==> config.mk <==
export PLATFORM = sky130hd
export DESIGN_NAME = trigger_port_ctrl
export DESIGN_NICKNAME = d
export VERILOG_FILES = /design/src/pkg/trig_pkg.sv /design/src/hdl/pin_sync.sv /design/src/hdl/ref_clock_monitor.sv /design/src/hdl/trigger_port_ctrl.sv
export SDC_FILE = /design/constraint.sdc
export NUM_CORES = 1
export LEC_CHECK = 0
export BUFFER_PORTS_ARGS = -buffer_cell sky130_fd_sc_hd__buf_2
export CORE_UTILIZATION = 53
export CTS_CLUSTER_SIZE = 16
export DETAILED_ROUTE_END_ITERATION = 8
export PLACE_DENSITY = 0.79
export SETUP_SLACK_MARGIN = 0.3
export SYNTH_ARGS = -nofsm -noshare
export SYNTH_HDL_FRONTEND = slang
export SYNTH_SLANG_ARGS = --single-unit
==> constraint.sdc <==
create_clock -name ref_clk -period 2.42 [get_ports ref_clk]
set_input_delay 0.363 -clock ref_clk [delete_from_list [all_inputs] [get_ports ref_clk]]
set_output_delay 0.363 -clock ref_clk [all_outputs]
set_load 0.03 [all_outputs]
==> src/pkg/trig_pkg.sv <==
// constants, offsets and types for the trigger port and reference select
package trig_pkg;
    localparam int CLK_MHZ = 125;
    localparam int ADDR_W = 5;
    // register byte addresses
    localparam logic [4:0] OFF_CTRL = 5'h00;
    localparam logic [4:0] OFF_SWEEP_TIME = 5'h04;
    localparam logic [4:0] OFF_STEP_TIME = 5'h08;
    localparam logic [4:0] OFF_STATUS = 5'h0c;
    localparam logic [4:0] OFF_IRQ_STATUS = 5'h10;
    localparam logic [4:0] OFF_IRQ_MASK = 5'h14;
    // control field positions
    localparam int CTRL_SRC_EXT = 0;
    localparam int CTRL_POL_NEG = 1;
    localparam int CTRL_SLOPE_FALL = 2;
    localparam int CTRL_TOSEL_LSB = 3;
    localparam int CTRL_FUNC_LSB = 5;
    localparam int CTRL_REF_EXT = 7;
    localparam int CTRL_SYNC_LSB = 8;
    localparam int CTRL_W = 10;
    localparam logic [9:0] CTRL_RESET = 10'h000;
    localparam logic [31:0] TIME_RESET = 32'h0000_0000;
    // status field positions
    localparam int STAT_TRIG_LEVEL = 0;
    localparam int STAT_REF_EXT = 1;
    localparam int STAT_TRIG_OUT = 2;
    localparam int STAT_PULSE_BUSY = 3;
    // interrupt bits
    localparam int IRQ_TRIG = 0;
    localparam int IRQ_REF_ON = 1;
    localparam int IRQ_REF_OFF = 2;
    localparam int IRQ_W = 3;
    localparam logic [2:0] IRQ_RESET = 3'h0;
    // reference qualification timing
    localparam int WINDOW_NS = 10000;
    localparam int WINDOW_CYCLES = (WINDOW_NS * CLK_MHZ + 999) / 1000;
    localparam int LOSS_NS = 500;
    localparam int LOSS_CYCLES = LOSS_NS * CLK_MHZ / 1000;
    localparam int EDGES_NOMINAL = 100;
    localparam int EDGES_TOL = 2;
    localparam int QUAL_WINDOWS = 4;
    typedef enum logic [1:0] {
        TOSEL_CLOSED = 2'b00,
        TOSEL_RISING = 2'b01,
        TOSEL_FALLING = 2'b10,
        TOSEL_SPARE = 2'b11
    } tosel_type;
    typedef enum logic [1:0] {
        FUNC_CONT = 2'b00,
        FUNC_BURST = 2'b01,
        FUNC_SWEEP = 2'b10,
        FUNC_SEQ = 2'b11
    } func_type;
    typedef enum logic [1:0] {
        REF_IDLE = 2'b00,
        REF_QUALIFY = 2'b01,
        REF_LOCKED = 2'b10
    } ref_state_type;
endpackage

==> src/hdl/pin_sync.sv <==
// two-stage synchroniser for asynchronous pins
`timescale 1ns/10ps
module pin_sync #(
    parameter int WIDTH = 1
) (
    input wire logic ref_clk,
    input wire logic srst,
    input wire logic [WIDTH-1:0] async_in,
    output logic [WIDTH-1:0] sync_out
);
    logic [WIDTH-1:0] meta_reg;

    // first stage feeds only the second stage
    always_ff @(posedge ref_clk) begin
        if (srst) begin
            meta_reg <= '0;
            sync_out <= '0;
        end else begin
            meta_reg <= async_in;
            sync_out <= meta_reg;
        end
    end
endmodule

==> src/hdl/ref_clock_monitor.sv <==
// qualifies the external reference clock and detects its loss
`timescale 1ns/10ps
module ref_clock_monitor #(
    parameter int WINDOW_CYCLES = trig_pkg::WINDOW_CYCLES,
    parameter int LOSS_CYCLES = trig_pkg::LOSS_CYCLES
) (
    input wire logic ref_clk,
    input wire logic srst,
    input wire logic select_ext,
    input wire logic ref_level,
    output logic use_ext,
    output logic acquired,
    output logic removed
);
    trig_pkg::ref_state_type state_reg;
    logic last_reg;
    logic [15:0] win_reg;
    logic [15:0] edges_reg;
    logic [15:0] idle_reg;
    logic [3:0] good_reg;
    wire rise = ref_level & ~last_reg;
    wire win_end = (win_reg == 16'(WINDOW_CYCLES - 1));
    wire edges_ok = (edges_reg >= 16'(trig_pkg::EDGES_NOMINAL
                     - trig_pkg::EDGES_TOL)) &&
                    (edges_reg <= 16'(trig_pkg::EDGES_NOMINAL
                     + trig_pkg::EDGES_TOL));
    wire lost = (idle_reg >= 16'(LOSS_CYCLES));
    wire qual_done = win_end && edges_ok &&
                     (good_reg == 4'(trig_pkg::QUAL_WINDOWS - 1));

    assign use_ext = (state_reg == trig_pkg::REF_LOCKED);

    always_ff @(posedge ref_clk) begin
        if (srst) begin
            last_reg <= 1'b0;
            win_reg <= 16'h0000;
            edges_reg <= 16'h0000;
            idle_reg <= 16'h0000;
        end else begin
            last_reg <= ref_level;
            win_reg <= win_end ? 16'h0000 : win_reg + 16'h0001;
            edges_reg <= win_end ? 16'h0000 : edges_reg + 16'(rise);
            idle_reg <= rise ? 16'h0000 :
                        (lost ? idle_reg : idle_reg + 16'h0001);
        end
    end

    always_ff @(posedge ref_clk) begin
        if (srst) begin
            state_reg <= trig_pkg::REF_IDLE;
            good_reg <= 4'h0;
            acquired <= 1'b0;
            removed <= 1'b0;
        end else begin
            acquired <= 1'b0;
            removed <= 1'b0;
            unique case (state_reg)
                trig_pkg::REF_IDLE: begin
                    good_reg <= 4'h0;
                    if (select_ext)
                        state_reg <= trig_pkg::REF_QUALIFY;
                end
                trig_pkg::REF_QUALIFY: begin
                    if (!select_ext) begin
                        state_reg <= trig_pkg::REF_IDLE;
                    end else if (qual_done) begin
                        state_reg <= trig_pkg::REF_LOCKED;
                        acquired <= 1'b1;
                    end else if (win_end) begin
                        good_reg <= edges_ok ? good_reg + 4'h1 : 4'h0;
                    end
                end
                trig_pkg::REF_LOCKED: begin
                    good_reg <= 4'h0;
                    if (!select_ext) begin
                        state_reg <= trig_pkg::REF_IDLE;
                    end else if (lost) begin
                        // falls back without software, then retries
                        state_reg <= trig_pkg::REF_QUALIFY;
                        removed <= 1'b1;
                    end
                end
                default: state_reg <= trig_pkg::REF_IDLE;
            endcase
        end
    end
endmodule

==> src/hdl/trigger_port_ctrl.sv <==
// trigger port, reference clock select and sync output control
`timescale 1ns/10ps
module trigger_port_ctrl #(
    parameter int WINDOW_CYCLES = trig_pkg::WINDOW_CYCLES,
    parameter int LOSS_CYCLES = trig_pkg::LOSS_CYCLES
) (
    input wire logic ref_clk,
    input wire logic srst,
    input wire logic [4:0] avs_address,
    input wire logic avs_read,
    input wire logic avs_write,
    input wire logic [31:0] avs_writedata,
    input wire logic [3:0] avs_byteenable,
    output logic [31:0] avs_readdata,
    output logic avs_waitrequest,
    input wire logic trig_pin_in,
    output logic trig_pin_out,
    output logic trig_pin_oe_n,
    input wire logic reference_clock_port,
    output logic ref_use_ext,
    output logic int_osc_enable,
    input wire logic burst_active,
    input wire logic sweep_start,
    input wire logic sequence_start,
    output logic trig_event,
    output logic mod_level,
    input wire logic [1:0] sync_source,
    output logic channel_one_sync_output,
    output logic channel_two_sync_output,
    output logic irq
);
    ////////////////////////////////////////////////////////////////
    // register state
    logic [9:0] ctrl_reg;
    logic [31:0] sweep_time_reg;
    logic [31:0] step_time_reg;
    logic [2:0] irq_status_reg;
    logic [2:0] irq_mask_reg;
    logic served_reg;
    logic [31:0] pulse_cnt_reg;
    logic trig_last_reg;
    logic trig_out_val;

    ////////////////////////////////////////////////////////////////
    // control field decode
    wire src_ext = ctrl_reg[trig_pkg::CTRL_SRC_EXT];
    wire pol_neg = ctrl_reg[trig_pkg::CTRL_POL_NEG];
    wire slope_fall = ctrl_reg[trig_pkg::CTRL_SLOPE_FALL];
    wire ref_select_ext = ctrl_reg[trig_pkg::CTRL_REF_EXT];
    wire [1:0] sync_en =
        ctrl_reg[trig_pkg::CTRL_SYNC_LSB +: 2];
    trig_pkg::tosel_type trigger_output_select;
    trig_pkg::func_type func_sel;
    assign trigger_output_select = trig_pkg::tosel_type'(
        ctrl_reg[trig_pkg::CTRL_TOSEL_LSB +: 2]);
    assign func_sel = trig_pkg::func_type'(
        ctrl_reg[trig_pkg::CTRL_FUNC_LSB +: 2]);

    ////////////////////////////////////////////////////////////////
    // pin synchronisers
    logic [1:0] pins_sync;

    pin_sync #(
        .WIDTH(2)
    ) u_pin_sync (
        .ref_clk(ref_clk),
        .srst(srst),
        .async_in({reference_clock_port, trig_pin_in}),
        .sync_out(pins_sync)
    );

    wire trig_raw = pins_sync[0];
    wire ref_level = pins_sync[1];

    ////////////////////////////////////////////////////////////////
    // trigger input path
    // polarity applied before the edge test, so slope acts on logic value
    wire trig_logic = trig_raw ^ pol_neg;
    wire rise_seen = trig_logic & ~trig_last_reg;
    wire fall_seen = ~trig_logic & trig_last_reg;
    wire edge_hit = slope_fall ? fall_seen : rise_seen;

    always_ff @(posedge ref_clk) begin
        if (srst)
            trig_last_reg <= 1'b0;
        else
            trig_last_reg <= trig_logic;
    end

    // events only count while the pin is an input
    assign trig_event = src_ext & edge_hit;
    // modulation shares the pin, so it sees the raw level
    assign mod_level = trig_raw;

    ////////////////////////////////////////////////////////////////
    // internal trigger value
    wire sweep_go = (func_sel == trig_pkg::FUNC_SWEEP) & sweep_start;
    wire seq_go = (func_sel == trig_pkg::FUNC_SEQ) & sequence_start;
    wire [31:0] sweep_half = {1'b0, sweep_time_reg[31:1]};
    wire pulse_busy = (pulse_cnt_reg != 32'h0000_0000);

    always_ff @(posedge ref_clk) begin
        if (srst)
            pulse_cnt_reg <= 32'h0000_0000;
        else if (src_ext)
            pulse_cnt_reg <= 32'h0000_0000;
        else if (sweep_go)
            pulse_cnt_reg <= sweep_half;
        else if (seq_go)
            pulse_cnt_reg <= step_time_reg;
        else if (pulse_busy)
            pulse_cnt_reg <= pulse_cnt_reg - 32'h0000_0001;
    end

    always_comb begin
        unique case (func_sel)
            trig_pkg::FUNC_BURST: trig_out_val = burst_active;
            trig_pkg::FUNC_SWEEP: trig_out_val = pulse_busy;
            trig_pkg::FUNC_SEQ: trig_out_val = pulse_busy;
            trig_pkg::FUNC_CONT: trig_out_val = 1'b0;
        endcase
    end

    ////////////////////////////////////////////////////////////////
    // trigger pin drive
    wire drive_on = ~src_ext &
        ((trigger_output_select == trig_pkg::TOSEL_RISING) |
         (trigger_output_select == trig_pkg::TOSEL_FALLING));
    wire pin_level =
        (trigger_output_select == trig_pkg::TOSEL_FALLING) ?
        ~trig_out_val : trig_out_val;

    always_ff @(posedge ref_clk) begin
        if (srst) begin
            trig_pin_out <= 1'b0;
            trig_pin_oe_n <= 1'b1;
        end else begin
            trig_pin_out <= drive_on & pin_level;
            trig_pin_oe_n <= ~drive_on;
        end
    end

    ////////////////////////////////////////////////////////////////
    // reference clock selection
    logic ref_acquired;
    logic ref_removed;

    ref_clock_monitor #(
        .WINDOW_CYCLES(WINDOW_CYCLES),
        .LOSS_CYCLES(LOSS_CYCLES)
    ) u_ref_mon (
        .ref_clk(ref_clk),
        .srst(srst),
        .select_ext(ref_select_ext),
        .ref_level(ref_level),
        .use_ext(ref_use_ext),
        .acquired(ref_acquired),
        .removed(ref_removed)
    );

    // internal oscillator runs whenever the external one is not in use
    assign int_osc_enable = ~ref_use_ext;

    ////////////////////////////////////////////////////////////////
    // sync outputs
    logic [1:0] sync_gated;

    generate
        for (genvar ch = 0; ch < 2; ch++) begin : g_sync
            always_ff @(posedge ref_clk) begin
                if (srst)
                    sync_gated[ch] <= 1'b0;
                else
                    sync_gated[ch] <= sync_en[ch] & sync_source[ch];
            end
        end
    endgenerate

    assign channel_one_sync_output = sync_gated[0];
    assign channel_two_sync_output = sync_gated[1];

    ////////////////////////////////////////////////////////////////
    // bus slave: one wait cycle, then the answer
    wire bus_req = avs_read | avs_write;
    wire bus_done = bus_req & served_reg;
    wire wr_go = avs_write & bus_done;
    wire rd_take = bus_req & ~served_reg;
    wire sel_ctrl = (avs_address == trig_pkg::OFF_CTRL);
    wire sel_sweep = (avs_address == trig_pkg::OFF_SWEEP_TIME);
    wire sel_step = (avs_address == trig_pkg::OFF_STEP_TIME);
    wire sel_stat = (avs_address == trig_pkg::OFF_STATUS);
    wire sel_isr = (avs_address == trig_pkg::OFF_IRQ_STATUS);
    wire sel_imr = (avs_address == trig_pkg::OFF_IRQ_MASK);

    assign avs_waitrequest = bus_req & ~served_reg;

    function automatic logic [31:0] merge(
        input logic [31:0] old_val,
        input logic [31:0] new_val,
        input logic [3:0] be
    );
        logic [31:0] res;
        res = old_val;
        for (int b = 0; b < 4; b++)
            if (be[b])
                res[b*8 +: 8] = new_val[b*8 +: 8];
        return res;
    endfunction

    wire [31:0] ctrl_wide = {22'h000000, ctrl_reg};
    wire [31:0] ctrl_merged = merge(ctrl_wide, avs_writedata,
                                    avs_byteenable);
    wire [31:0] sweep_merged = merge(sweep_time_reg, avs_writedata,
                                     avs_byteenable);
    wire [31:0] step_merged = merge(step_time_reg, avs_writedata,
                                    avs_byteenable);
    wire [2:0] w1c = (wr_go & sel_isr & avs_byteenable[0]) ?
                     avs_writedata[2:0] : 3'h0;
    wire [2:0] irq_events = {ref_removed, ref_acquired, trig_event};

    wire [31:0] status_word = {28'h0000000, pulse_busy, trig_out_val,
                               ref_use_ext, trig_logic};

    wire [31:0] rd_mux =
        sel_ctrl ? ctrl_wide :
        sel_sweep ? sweep_time_reg :
        sel_step ? step_time_reg :
        sel_stat ? status_word :
        sel_isr ? {29'h00000000, irq_status_reg} :
        sel_imr ? {29'h00000000, irq_mask_reg} :
        32'h0000_0000;

    always_ff @(posedge ref_clk) begin
        if (srst) begin
            served_reg <= 1'b0;
            avs_readdata <= 32'h0000_0000;
        end else begin
            served_reg <= rd_take;
            if (rd_take && avs_read)
                avs_readdata <= rd_mux;
        end
    end

    always_ff @(posedge ref_clk) begin
        if (srst) begin
            ctrl_reg <= trig_pkg::CTRL_RESET;
            sweep_time_reg <= trig_pkg::TIME_RESET;
            step_time_reg <= trig_pkg::TIME_RESET;
            irq_mask_reg <= trig_pkg::IRQ_RESET;
        end else if (wr_go) begin
            if (sel_ctrl)
                ctrl_reg <= ctrl_merged[9:0];
            if (sel_sweep)
                sweep_time_reg <= sweep_merged;
            if (sel_step)
                step_time_reg <= step_merged;
            if (sel_imr && avs_byteenable[0])
                irq_mask_reg <= avs_writedata[2:0];
        end
    end

    ////////////////////////////////////////////////////////////////
    // interrupts: a new event outweighs a clear in the same cycle
    always_ff @(posedge ref_clk) begin
        if (srst)
            irq_status_reg <= trig_pkg::IRQ_RESET;
        else
            irq_status_reg <= (irq_status_reg & ~w1c) | irq_events;
    end

    assign irq = |(irq_status_reg & irq_mask_reg);
endmodule

==> flow_summary.ini <==
[power_and_ir_drop]
peakVddDrop_mv = 0.9978
powerDensity_mw_per_mm2 = 1052
power_leakage_nw = 4.419

[critical_path]
arrival_ns = 2.64
critPathLaunchType = flip-flop
path_max_fanout = 8
crit_buf_inv = 3
critPathKind = reg -> reg
end_kind = flip-flop
path_depth = 8
cp.required_ns = 2.81
worstPathCellList = inv_1 > ha_4 > or4b_4 > nor3_4 > buf_4 > a41oi_2 > buf_6 > a32o_1
critical-path-top-delay-family = simple AND/OR/NAND/NOR gates
crit_slowest_cell = or4b_4
reg2regPathDepth = 8
max_stage_delay_ns = 0.49

[yosys]
ys_ff_latch = 211
netlist_area_mm2 = 0.009373
netlist_instances = 1056
synth_edf_count = 0
yosysWarnings = 0
yosysTopAreaCell = dfxtp_1
synth_area_leaders = dfxtp_1 (45%), mux2i_1 (9.0%), nor2_1 (7.5%)
synth_top_area_share_pct = 45.07
synthArstFlopShare_pct = 0
ys_seq_area_share_pct = 45.07
avgSynthCellArea_um2 = 8.876
syn_nets = 1117
synth_ff_type = dfxtp_1
synthDistinctLibCells = 68

[clock_tree]
cts_inserted_buffers = 23
clock-sinks = 211
cts_tree = yes
clkTransAtPathRegs_ns = 0.06
clk_root_buffer_cell = clkbuf_16
clock_latency_ns = 0.50
ctsHoldBuffers = 0
cts_max_path_buffers = 3
htreeDepth = 1

[global_routing]
grt_max_degree = 67
antenna_found_initial = 0
grt_pass1_wl_um = 40840
grt_pass1_vias = 8088
gr-total-overflow = 0
track_usage_pct = 28.06

[flow_run]
maxCapViolCount = 0

[die]
io_pins = 94
initial_core_util_pct = 54.19
die_y_um = 135.0
die_w_um = 135.0
dieArea_mm2 = 0.01822
core-area_mm2 = 0.01730
core.rowCount = 48

[sta]
fin_ws_ns = 0.1699
rsz0062_at_grt = true
fin_tns_setup_ns = 0
fin_crit_sh_pct = 92.98
hold_violations = 0
max_slew_margin_pct = 54.97
max_slew.worst_pin.slew_ns = 0.6755
setup_violations = 0
slew_viol_final = 0
final.min_clock_period_ns = 2.250
clock_skew_ns = 0.007671
holdWs_ns = 0.07299
fmax_mhz = 444.4

[hold_path]
min_path_type = in -> reg
hold_depth = 2

[final_layout]
regArea_mm2 = 0.004229
fin_area_mm2 = 0.01131
nets = 1242
final_util_pct = 65.41
area_growth_pct = 20.71
n_fill_cell = 1396
antennaDiodeCount = 0
drive_gt1_share_pct = 20.80
multi_input_area_mm2 = 0.005030

[detailed_routing]
routedWlPerCell_um = 18.16
ant_nets = 0
drt-total-wl_um = 25830
vias_per_cell = 5.983
num_vias = 8508
first_pass_iters = 6
drt_iter0_drc = 702
drc = 0

[place]
pre_cts_ws_ns = 0.1004
hpwlAfterDp_um = 17880
placed_cell_area_mm2 = 0.01033
gp_congestion = 0.9497
portBuffers = 93

[run_status]
status = finished, final reports clean
-- report_power, final --
group | internal, mW | switching (mW)
registers | 3.76 | 0.325
logic | 1.99 | 2.49
clock network | 1.96 | 1.38
total | 7.71 | 4.19
-- area by class of cell --
type | instances | share of cell area (%)
multi-input cells | 768 | 44.46
flip-flops and latches | 211 | 37.38
repair buffers | 158 | 8.637
clock buffers | 36 | 6.138
well taps | 225 | 2.488
inverters | 19 | 0.6304
clock inverters | 5 | 0.2654
-- final timing paths --
check                              start                     end  slack (ns)
setup / recovery        pulse_cnt_reg[0]       pulse_cnt_reg[18]        0.17
hold / removal               trig_pin_in  u_pin_sync.meta_reg[0]        0.07
setup reg to reg        pulse_cnt_reg[0]       pulse_cnt_reg[18]        0.17
hold reg to reg   u_pin_sync.meta_reg[0]  u_pin_sync.sync_out[0]        0.44
-- metrics by stage --
stage,total power [mW],instances
6_report,11.91,1422
5_1_grt,12.43,1422
4_1_cts,11.45,1418
3_5_place_dp,7.815,1369
3_3_place_gp,7.762,1369
2_1_floorplan,6.758,1056
-- layer usage --
metal / wire length (µm) / GRT usage (%)
met1: 10900 / 35.85
met2: 12300 / 46.45
met3: 1882 / 5.518
met4: 745 / 11.30
met5: 0 / 0
-- what timing repair did --
action	4_1_cts	5_1_grt
pin swaps	9	10
gates resized for setup	14	21
cloned	0	1
endpoints found under the setup margin	25	39
setup buffers	8	3
-- kinds of logic after synthesis --
kind of cell | Yosys count | synth area share, %
DFF | 211 | 45.07
muxes | 86 | 9.211
AOI/OAI and AO/OA | 173 | 12.88
adders and majority gates | 9 | 1.201
xor gates and xnor gates | 44 | 4.112
and+or+nand+nor | 455 | 24.23
buffers and inverters | 78 | 3.297
-- worst register-to-register path, cell delays in order (launching register included) --
cell,delay [ns]
dfxtp_2,0.34
inv_1,0.11
ha_4,0.15
or4b_4,0.49
nor3_4,0.35
buf_4,0.17
a41oi_2,0.13
buf_6,0.18
a32o_1,0.22
-- cells in the mapped netlist (4+ instances only) --
cell type and count:
xnor2_1 27, nand3_1 41, a22oi_1 12, nor2_2 4, nor3_1 48, and3_1 9
mux2i_1 84, or4_1 9, and2_1 10, nor2b_1 13, inv_1 19, nor2_1 187
xor2_1 17, a221oi_1 24, nor4_1 19, a22o_1 8, nand2b_1 5, nand4_1 10
or2_2 4, dfxtp_1 211, o31ai_1 8, a32o_1 4, a21oi_1 34, nand2_1 50
o31a_1 4, a31oi_1 5, ha_1 9, clkbuf_1 52, o21ai_0 39, and4_1 7
o211ai_1 5, or3_1 13, buf_2 4, a211oi_1 4, a32oi_1 4
-- cell usage in the layout (no fill, tap or decap), drive strengths merged, types with 12 or more instances in the layout --
cell and instances:
a21oi 34, a221oi 24, a22oi 12, buf 158
clkbuf 36, dfxtp 211, inv 19, mux2i 84
nand2 50, nand3 43, nor2 191, nor2b 13
nor3 49, nor4 23, o21ai 39, or3 13
xnor2 27, xor2 17
Power figures use the tool's default switching activity.
